==> src/sgc_map.svh <==
/*
 constants for the serial gain control port: widths, sync depth, gain reset value and code limit.
 assumes inclusion by the package and the design modules by bare name.
*/
// Notes on behaviour
// RQ1: load window gates latch and shift register
// RQ2: window rising edge commits word to attenuator
// RQ3: window rising edge stops serial bit capture
// RQ4: window falling edge holds applied gain steady
// RQ5: window falling edge opens shift register loading
// RQ6: controller sends eight bits, msb first
// RQ7: rising clock captures master, falling moves slave
// RQ8: controller keeps data valid by capture edge
// RQ9: transmit_on low disables, high enables transmission
// RQ10: sleep_n low enters low power sleep
// RQ11: sleep_n high gives normal operation
// RQ12: seven stages kept, first bit drops out
// RQ13: controller sends codes 0 to 79 only
`ifndef SGC_MAP_SVH
`define SGC_MAP_SVH
`define SGC_WORD_BITS 8
`define SGC_STAGES 7
`define SGC_GAIN_RESET 7'h00
`define SGC_CODE_MAX 7'h4F
`define SGC_SYNC_DEPTH 3
`endif

==> src/sgc_pkg.sv <==
/*
 types for the serial gain control port.
 assumes sgc_map.svh is on the include path.
*/
`include "sgc_map.svh"
package sgc_pkg;
   // power mode of the amplifier core
   typedef enum logic [1:0] {
      SGC_MODE_SLEEP = 2'b00,
      SGC_MODE_TX_OFF = 2'b01,
      SGC_MODE_TX_ON = 2'b10
   } sgc_mode_t;
   typedef logic [`SGC_STAGES-1:0] sgc_gain_t;
endpackage : sgc_pkg

==> src/sgc_pins_if.sv <==
/*
 interface carrying synchronised pin levels and edges from the sampler.
 assumes one clock domain, clk.
*/
`timescale 1ns/1ps
`default_nettype none
interface sgc_pins_if;
   logic sclk_rise; // serial clock rising edge pulse
   logic sclk_fall; // serial clock falling edge pulse
   logic win_rise; // load window rising edge pulse
   logic win_fall; // load window falling edge pulse
   logic win_n; // filtered load window level
   logic data; // filtered serial data level
   modport src (output sclk_rise, sclk_fall, win_rise, win_fall, win_n, data);
   modport dst (input sclk_rise, sclk_fall, win_rise, win_fall, win_n, data);
endinterface : sgc_pins_if
`default_nettype wire

==> src/sgc_sampler.sv <==
/*
 three-stage samplers for the external pins and edge detection.
 assumes pins are asynchronous to clk; a change counts when stages 2 and 3 agree.
*/
`timescale 1ns/1ps
`default_nettype none
`include "sgc_map.svh"
module sgc_sampler (
   input wire logic clk,
   input wire logic sys_rst,
   input wire logic serial_clk,
   input wire logic load_window_n,
   input wire logic serial_gain_in,
   sgc_pins_if.src pins
);
   // -----------------------------------------------------------
   // sampling chains, one per pin: clock, window, data
   // -----------------------------------------------------------
   logic [2:0] s1_r, s1_nxt; // first stage
   logic [2:0] s2_r, s2_nxt; // second stage
   logic [2:0] s3_r, s3_nxt; // third stage
   logic [2:0] lvl_r, lvl_nxt; // accepted level
   logic [2:0] rise, fall;

   // next values for the chains
   always_comb begin
      s1_nxt = {serial_gain_in, load_window_n, serial_clk};
      s2_nxt = s1_r;
      s3_nxt = s2_r;
      lvl_nxt = lvl_r;
      for (int i = 0; i < 3; i++) begin
         if (s2_r[i] == s3_r[i]) begin
            lvl_nxt[i] = s3_r[i];
         end
      end
   end

   // registers; window idles high, clock and data idle low
   always_ff @(posedge clk) begin
      if (sys_rst) begin
         s1_r <= 3'h2;
         s2_r <= 3'h2;
         s3_r <= 3'h2;
         lvl_r <= 3'h2;
      end else begin
         s1_r <= s1_nxt;
         s2_r <= s2_nxt;
         s3_r <= s3_nxt;
         lvl_r <= lvl_nxt;
      end
   end

   // edges of the accepted level
   always_comb begin
      rise = lvl_nxt & ~lvl_r;
      fall = ~lvl_nxt & lvl_r;
   end

   assign pins.sclk_rise = rise[0];
   assign pins.sclk_fall = fall[0];
   assign pins.win_rise = rise[1];
   assign pins.win_fall = fall[1];
   assign pins.win_n = lvl_r[1];
   assign pins.data = lvl_nxt[2];
endmodule : sgc_sampler
`default_nettype wire

==> src/sgc_port.sv <==
/*
 serial gain control port: shift register, holding latch, power mode.
 assumes the serial clock, load window, data and mode pins are asynchronous
 to clk and that the serial clock is at least 8 clk periods long.
*/
`timescale 1ns/1ps
`default_nettype none
`include "sgc_map.svh"
module sgc_port #(
   parameter int STAGES = `SGC_STAGES
) (
   input wire logic clk,
   input wire logic sys_rst,
   input wire logic serial_clk,
   input wire logic load_window_n,
   input wire logic serial_gain_in,
   input wire logic transmit_on,
   input wire logic sleep_n,
   output logic [STAGES-1:0] gain_code,
   output logic gain_update,
   output logic transmit_active,
   output logic sleep_active,
   output var sgc_pkg::sgc_mode_t power_mode,
   output logic loading
);
   // -----------------------------------------------------------
   // pin sampling
   // -----------------------------------------------------------
   sgc_pins_if pins ();

   sgc_sampler u_sampler (
      .clk(clk),
      .sys_rst(sys_rst),
      .serial_clk(serial_clk),
      .load_window_n(load_window_n),
      .serial_gain_in(serial_gain_in),
      .pins(pins)
   );

   // static mode pins pass their own three stages
   logic [1:0] m1_r, m1_nxt;
   logic [1:0] m2_r, m2_nxt;
   logic [1:0] m3_r, m3_nxt;
   logic [1:0] mode_lvl_r, mode_lvl_nxt; // {sleep_n, transmit_on}

   // -----------------------------------------------------------
   // serial datapath state
   // -----------------------------------------------------------
   logic open_r, open_nxt; // shift register accepting bits
   logic master_r, master_nxt; // master stage of the first cell
   logic [STAGES-1:0] slave_r, slave_nxt; // slave stages, lsb newest
   logic [STAGES-1:0] gain_r, gain_nxt; // holding latch to attenuator
   logic upd_r, upd_nxt; // one-cycle commit pulse
   logic tx_r, tx_nxt;
   logic slp_r, slp_nxt;
   sgc_pkg::sgc_mode_t mode_r, mode_nxt;

   // next values for the mode samplers
   always_comb begin
      m1_nxt = {sleep_n, transmit_on};
      m2_nxt = m1_r;
      m3_nxt = m2_r;
      mode_lvl_nxt = mode_lvl_r;
      for (int i = 0; i < 2; i++) begin
         if (m2_r[i] == m3_r[i]) begin
            mode_lvl_nxt[i] = m3_r[i];
         end
      end
   end

   // mode sampler registers; awake and transmit off at reset
   always_ff @(posedge clk) begin
      if (sys_rst) begin
         m1_r <= 2'h2;
         m2_r <= 2'h2;
         m3_r <= 2'h2;
         mode_lvl_r <= 2'h2;
      end else begin
         m1_r <= m1_nxt;
         m2_r <= m2_nxt;
         m3_r <= m3_nxt;
         mode_lvl_r <= mode_lvl_nxt;
      end
   end

   // next values of the serial datapath
   always_comb begin
      open_nxt = open_r;
      master_nxt = master_r;
      slave_nxt = slave_r;
      gain_nxt = gain_r; // latch frozen unless committed RQ4
      upd_nxt = 1'b0;
      if (pins.win_fall) begin
         open_nxt = 1'b1; // RQ5
      end else if (pins.win_rise) begin
         open_nxt = 1'b0; // RQ3
         gain_nxt = slave_r; // RQ2
         upd_nxt = 1'b1; // RQ1
      end
      if (open_r && !pins.win_rise) begin
         if (pins.sclk_rise) begin
            master_nxt = pins.data; // RQ7
         end
         if (pins.sclk_fall) begin
            // oldest bit leaves the top; seven stages only RQ12
            slave_nxt = {slave_r[STAGES-2:0], master_r}; // RQ7
         end
      end
   end

   // next values of the power mode
   always_comb begin
      tx_nxt = mode_lvl_r[0]; // RQ9
      slp_nxt = ~mode_lvl_r[1]; // RQ10 RQ11
      if (!mode_lvl_r[1]) begin
         mode_nxt = sgc_pkg::SGC_MODE_SLEEP; // RQ10
      end else if (mode_lvl_r[0]) begin
         mode_nxt = sgc_pkg::SGC_MODE_TX_ON; // RQ9
      end else begin
         mode_nxt = sgc_pkg::SGC_MODE_TX_OFF; // RQ9
      end
   end

   // datapath and mode registers
   always_ff @(posedge clk) begin
      if (sys_rst) begin
         open_r <= 1'b0;
         master_r <= 1'b0;
         slave_r <= '0;
         gain_r <= '0;
         upd_r <= 1'b0;
         tx_r <= 1'b0;
         slp_r <= 1'b0;
         mode_r <= sgc_pkg::SGC_MODE_TX_OFF;
      end else begin
         open_r <= open_nxt;
         master_r <= master_nxt;
         slave_r <= slave_nxt;
         gain_r <= gain_nxt;
         upd_r <= upd_nxt;
         tx_r <= tx_nxt;
         slp_r <= slp_nxt;
         mode_r <= mode_nxt;
      end
   end

   // -----------------------------------------------------------
   // outputs, all from flip-flops
   // -----------------------------------------------------------
   assign gain_code = gain_r;
   assign gain_update = upd_r;
   assign transmit_active = tx_r;
   assign sleep_active = slp_r;
   assign power_mode = mode_r;
   assign loading = open_r;
endmodule : sgc_port
`default_nettype wire

==> config.mk <==
export PLATFORM = sky130hd
export DESIGN_NAME = sgc_port
export DESIGN_NICKNAME = d
export VERILOG_FILES = /design/src/sgc_pkg.sv /design/src/sgc_pins_if.sv /design/src/sgc_sampler.sv /design/src/sgc_port.sv
export VERILOG_INCLUDE_DIRS = /design/src /design/src/src
export SDC_FILE = /design/constraint.sdc
export NUM_CORES = 1
export LEC_CHECK = 0
export BUFFER_PORTS_ARGS = -buffer_cell sky130_fd_sc_hd__buf_2
export CORE_MARGIN = 2
export CORE_UTILIZATION = 58
export DETAILED_ROUTE_END_ITERATION = 8
export PLACE_DENSITY = 0.81
export SLEW_MARGIN = 20
export SYNTH_ARGS = -nofsm -noshare
export SYNTH_HDL_FRONTEND = slang
export SYNTH_SLANG_ARGS = --single-unit
==> constraint.sdc <==
create_clock -name clk -period 3.95 [get_ports clk]
set_input_delay 0.5925 -clock clk [delete_from_list [all_inputs] [get_ports clk]]
set_output_delay 0.5925 -clock clk [all_outputs]
set_load 0.03 [all_outputs]
Yosys cells after proc, flatten, opt, wreduce, memory -nomap -nowiden
Index checks and enable logic that the tools add are counted.

cells by class
  $mul = 0
  $lt $le $gt $ge = 0
  reduce and logical (&&, ||, !) cells = 8
  $add $sub $neg = 0
  divide/modulo/power cells = 0
  bitwise logic cells = 6
  muxes and demuxes = 8
  eq/ne operators = 5
  shifts and indexed selects = 0

operators with widths
  cell                 number
  2-to-1 mux 1 bit     7
  AND reduction 2 bit  3
  == test 1 bit        5
  AND 2 bit            2
  NOT 2 bit            2
  OR reduction 2 bit   2
  2-to-1 mux 2 bit     1
  NOT 1 bit            2
  nonzero test 2 bit   1
  logical AND 1 bit    1
  zero test 1 bit      1

word-level totals
  register bits = 41
  memories kept = 0
  latch bits = 0
  bits of input ports = 7
  memory bits (writable) = 0
  output and inout bits = 13
  bits in read-only memories = 0
  word-level logic and storage cells = 45

Logic depth before layout (Yosys ltp)
  word-level depth = 6
  depth in mapped cells = 7
  depth with buffers taken out = 5

Modules after synthesis
A second synthesis with hierarchy kept.

second synthesis, totals
  cell total of the unflattened synthesis = 140
  area, all modules = 1363.8 um^2

modules (own cells, without submodules)
  module       sequential area each (um^2)  times used  area an instance (um^2)  cells each
  sgc_port     580.6                        1           970.9                    104
  sgc_sampler  240.2                        1           392.9                    36

Worst setup path before layout
No wires, ideal clock.

  path kind = register to register
  from = register u_sampler.lvl_r[1]
  to = register slave_r[0]
  stages on the path, launching flop included = 8
  setup slack = 2170 ps
  clock period less this slack = 1780 ps
  library setup time = 72 ps
  arrival = 1708 ps
  data required time = 3878 ps
  path buffers = 2
  cells stage by stage = dfxtp_1 maj3_1 ha_1 buf_6 nand2b_4 nor4b_4 buf_6 mux2i_1

between the ends
  word-level cells in the longest chain between the ends = 5
  elaborated cells between the ends (all ways) = 6
  those cells by class = mux (1); bitwise (2); reduce/logical (3)

RTL lines
  item                           line               source
  start, declared                sgc_sampler.sv:22  logic [2:0] lvl_r, lvl_nxt;
  start signal, assigned         sgc_sampler.sv:49  lvl_r <= lvl_nxt;
  2-to-1 mux 1 bit               sgc_sampler.sv:32  if (s2_r[i] == s3_r[i]) begin
  via u_sampler.lvl_nxt[1]       sgc_sampler.sv:22
  AND 2 bit                      sgc_sampler.sv:55  rise = lvl_nxt & ~lvl_r;
  via pins.win_rise              sgc_pins_if.sv:10  logic win_rise;
  zero test 1 bit                sgc_port.sv:100    if (open_r && !pins.win_rise) begin
  logical AND 1 bit              sgc_port.sv:100
  AND reduction 2 bit (no line)  --
  end signal, assigned           sgc_port.sv:138    slave_r <= slave_nxt;
  end, declared                  sgc_port.sv:51     logic [STAGES-1:0] slave_r, slave_nxt;

The timed path passes the listed nets, and every way through them passes these cells.
A chain may end at the register's enable or synchronous reset.

Worst setup path after layout
  from = register u_sampler.lvl_r[1]
  to = register slave_r[1]

The elaborated chain is that of the path after synthesis.

==> impl_metrics.py <==
metrics = {
    "run_status": {
        "status": "complete, no violations",
    },
    "drt": {
        "ant_nets": 0,
        "vias": 822,
        "drt_first_pass_iters": 4,
        "routed_via_density": 4.84,
        "drc_errors": 0,
        "drtIter0Drc": 5,
        "wl_per_cell_um": 10.9,
        "wl_mm": 1.86,
    },
    "global_route": {
        "antenna_found_initial": 0,
        "grt_pass1_vias": 786,
        "grt_usage_pct": 15.6,
        "overflow": 0,
        "grt_pass1_wl_mm": 3.09,
        "grt_max_degree": 41,
    },
    "power_and_ir_drop": {
        "seq_power_share_pct": 66.9,
        "p_sw_uw": 120,
        "p_int_uw": 511,
        "p_sw_share_pct": 19.1,
        "comb_power_share_pct": 2.3,
        "p_leak_uw": 0.000609,
        "ir_worst_vdd_v": 0.000316,
        "clockPowerShare_pct": 30.8,
        "power.density_nw_per_um2": 411,
    },
    "final_layout": {
        "seq_area_sq_um": 821,
        "diodes": 0,
        "nNetsFinal": 151,
        "instances_no_fill": 170,
        "layout_commonest_cell": "dfxtp_1",
        "multiInputGateArea_sq_um": 519,
        "fin_util_pct": 68.8,
        "drive_gt1_share_pct": 19.7,
        "area_growth_syn_to_layout_pct": 10.5,
        "final_cell_mix": "dfxtp_1, buf_2, mux2i_1, nor2_1, nor2b_1",
        "fillCellCount": 175,
    },
    "placement": {
        "place_congestion": 0.695,
        "numPortBuffers": 19,
        "numPlacedInstances": 163,
        "dpl.hpwl_mm": 1.29,
    },
    "timing": {
        "setup_violations": 0,
        "final_max_slew_viol_count": 0,
        "tns_ns": 0,
        "hold_viol": 0,
        "max_freq_mhz": 451,
        "grt_setup_unrepaired": "no",
        "fin_crit_ns": 2.22,
        "period_share_pct": 56.1,
        "worst_slew_pin_slew_ns": 0.629,
        "slew_headroom_pct": 57.9,
        "fin_skew_ns": 0.00833,
    },
    "clocking": {
        "ctsResizeCount": 0,
        "cts.hold.buffers_added": 0,
        "cts_tree": "done",
        "cts_buffers": 5,
        "clockRootBuffer": "clkbuf_4",
        "clock-sinks": 41,
        "htreeDepth": 2,
        "cts_setup_buffers": 0,
        "cts.path.max_buffers": 2,
        "clkTransAtPathRegs_ns": 0.10,
        "insertion_delay_ns": 0.32,
    },
    "floorplanning": {
        "rows": 17,
        "ioPinCount": 20,
        "die_x_um": 53.0,
        "fp.dieArea_sq_um": 2800,
        "core_area_sq_um": 2230,
        "start_util_pct": 62.2,
        "die_y_um": 53.0,
    },
    "worst_setup_path": {
        "slowest_stage": "nor4b_4",
        "critPathCaptureType": "register",
        "start_kind": "register",
        "cpPeakStageDelay_ns": 0.55,
        "crit_type": "register to register",
        "cp_top_family": "simple AND/OR/NAND/NOR gates",
        "crit_fanout": 9,
        "worstPathCellList": "maj3_1 -> ha_1 -> nand2b_4 -> nor4b_4 -> mux2i_1",
        "worst-path-buf-inv": 0,
        "cp.required_ns": 4.20,
        "worstPathArrival_ns": 2.46,
    },
    "synthesis": {
        "ys_warn_count": 0,
        "synth.area.top_cells": "dfxtp_1, mux2i_1, nor2b_1",
        "synth-async-reset-ratio_pct": 0,
        "yosysUniqueCellTypes": 23,
        "syn_area_sq_um": 1390,
        "synth.largest_area_cell": "dfxtp_1",
        "ys_seq_elements": 41,
        "netlist_instances": 122,
        "netlist.area_leader.share_pct": 59.0,
        "synth_edf_count": 0,
        "synth_top_flop_cell": "dfxtp_1",
        "synth.avg_cell_area_sq_um": 11.4,
        "seq_area_frac_synth_pct": 59.0,
        "syn_nets": 131,
    },
    "worst_hold_path": {
        "hp-class": "register to register",
    },
    "job": {
        "maxCapViolations": 0,
    },
}
## Yosys cell counts, drive strengths merged, types with 2 or more instances
cell type  count
mux2i         15
nor2          11
nor2b         11
or2            7
ha             2
clkbuf         3
buf            3
dfxtp         41
inv            3
nand2          3
o21ai          2
maj3           2
a21oi          3
nand2b         9
## worst reg2reg max path: stages, from the launching register on
cell and delay [ns]:
dfxtp_1 0.34, maj3_1 0.39, ha_1 0.38, nand2b_4 0.24
nor4b_4 0.55, mux2i_1 0.25
## per-layer routing
layer / track usage [%] / vias up / share of wire, %
met5: 0 / - / 0
met4: 5.13 / 0 / 0.65
met3: 7.63 / 2 / 4.9
met2: 25.8 / 16 / 48
met1: 17.5 / 370 / 47
li1: - / 434 / -
## registers in the layout, indices dropped and copies added (netlist names)
signal and flops:
gain_code 7, gain_update 1, loading 1, m1_r 2, m2_r 2, m3_r 2
master_r 1, mode_lvl_r 2, power_mode 2, slave_r 7, sleep_active 1, transmit_active 1
u_sampler.lvl_r 3, u_sampler.s1_r 3, u_sampler.s2_r 3, u_sampler.s3_r 3
## cells by family after synthesis
logic type | after synthesis | share of synthesized area (%)
AOI/OAI and AO/OA | 7 | 2.97
adders and majority gates | 4 | 3.24
buffers and inverters | 9 | 3.60
DFF | 41 | 59.0
muxes | 15 | 10.8
and+or+nand+nor | 46 | 20.3
## stage by stage
step                worst slack (ns)  total power, uW  instance area, sq um  hold slack (ns)
global placement                1.83              446                  1480            0.387
global route                    1.62              665                  1540            0.423
detailed placement              1.73              447                  1480            0.388
floorplan                       2.17              442                  1390            0.383
CTS                             1.71              640                  1540            0.413
finish                          1.73              631                  1540            0.411
## cell type report
cell class	instances	share of cell area [%]
Multi-Input combinational cell	72	33.8
Inverter	3	0.733
Clock buffer	7	3.58
Sequential cell	41	53.4
Tap cell	28	2.28
Timing Repair Buffer	19	6.19
## path summary, 6_finish.rpt
check,from,to,slack (ns),cells after the start
worst max-delay path,u_sampler.lvl_r[1],slave_r[1],1.73,5
worst min-delay path,m1_r[1],m2_r[1],0.41,1
worst max register to register,u_sampler.lvl_r[1],slave_r[1],1.73,5
worst min register to register,m1_r[1],m2_r[1],0.41,1
## power groups by stage
stage | sequential [uW] | combinational, uW | clock (uW)
finish | 422 | 14.7 | 194
global route | 423 | 16.3 | 226
CTS | 422 | 14.8 | 203
detailed placement | 432 | 14.8 | 0
global placement | 432 | 14.2 | 0
floorplan | 431 | 10.7 | 0
Power figures use the tool's default switching activity.
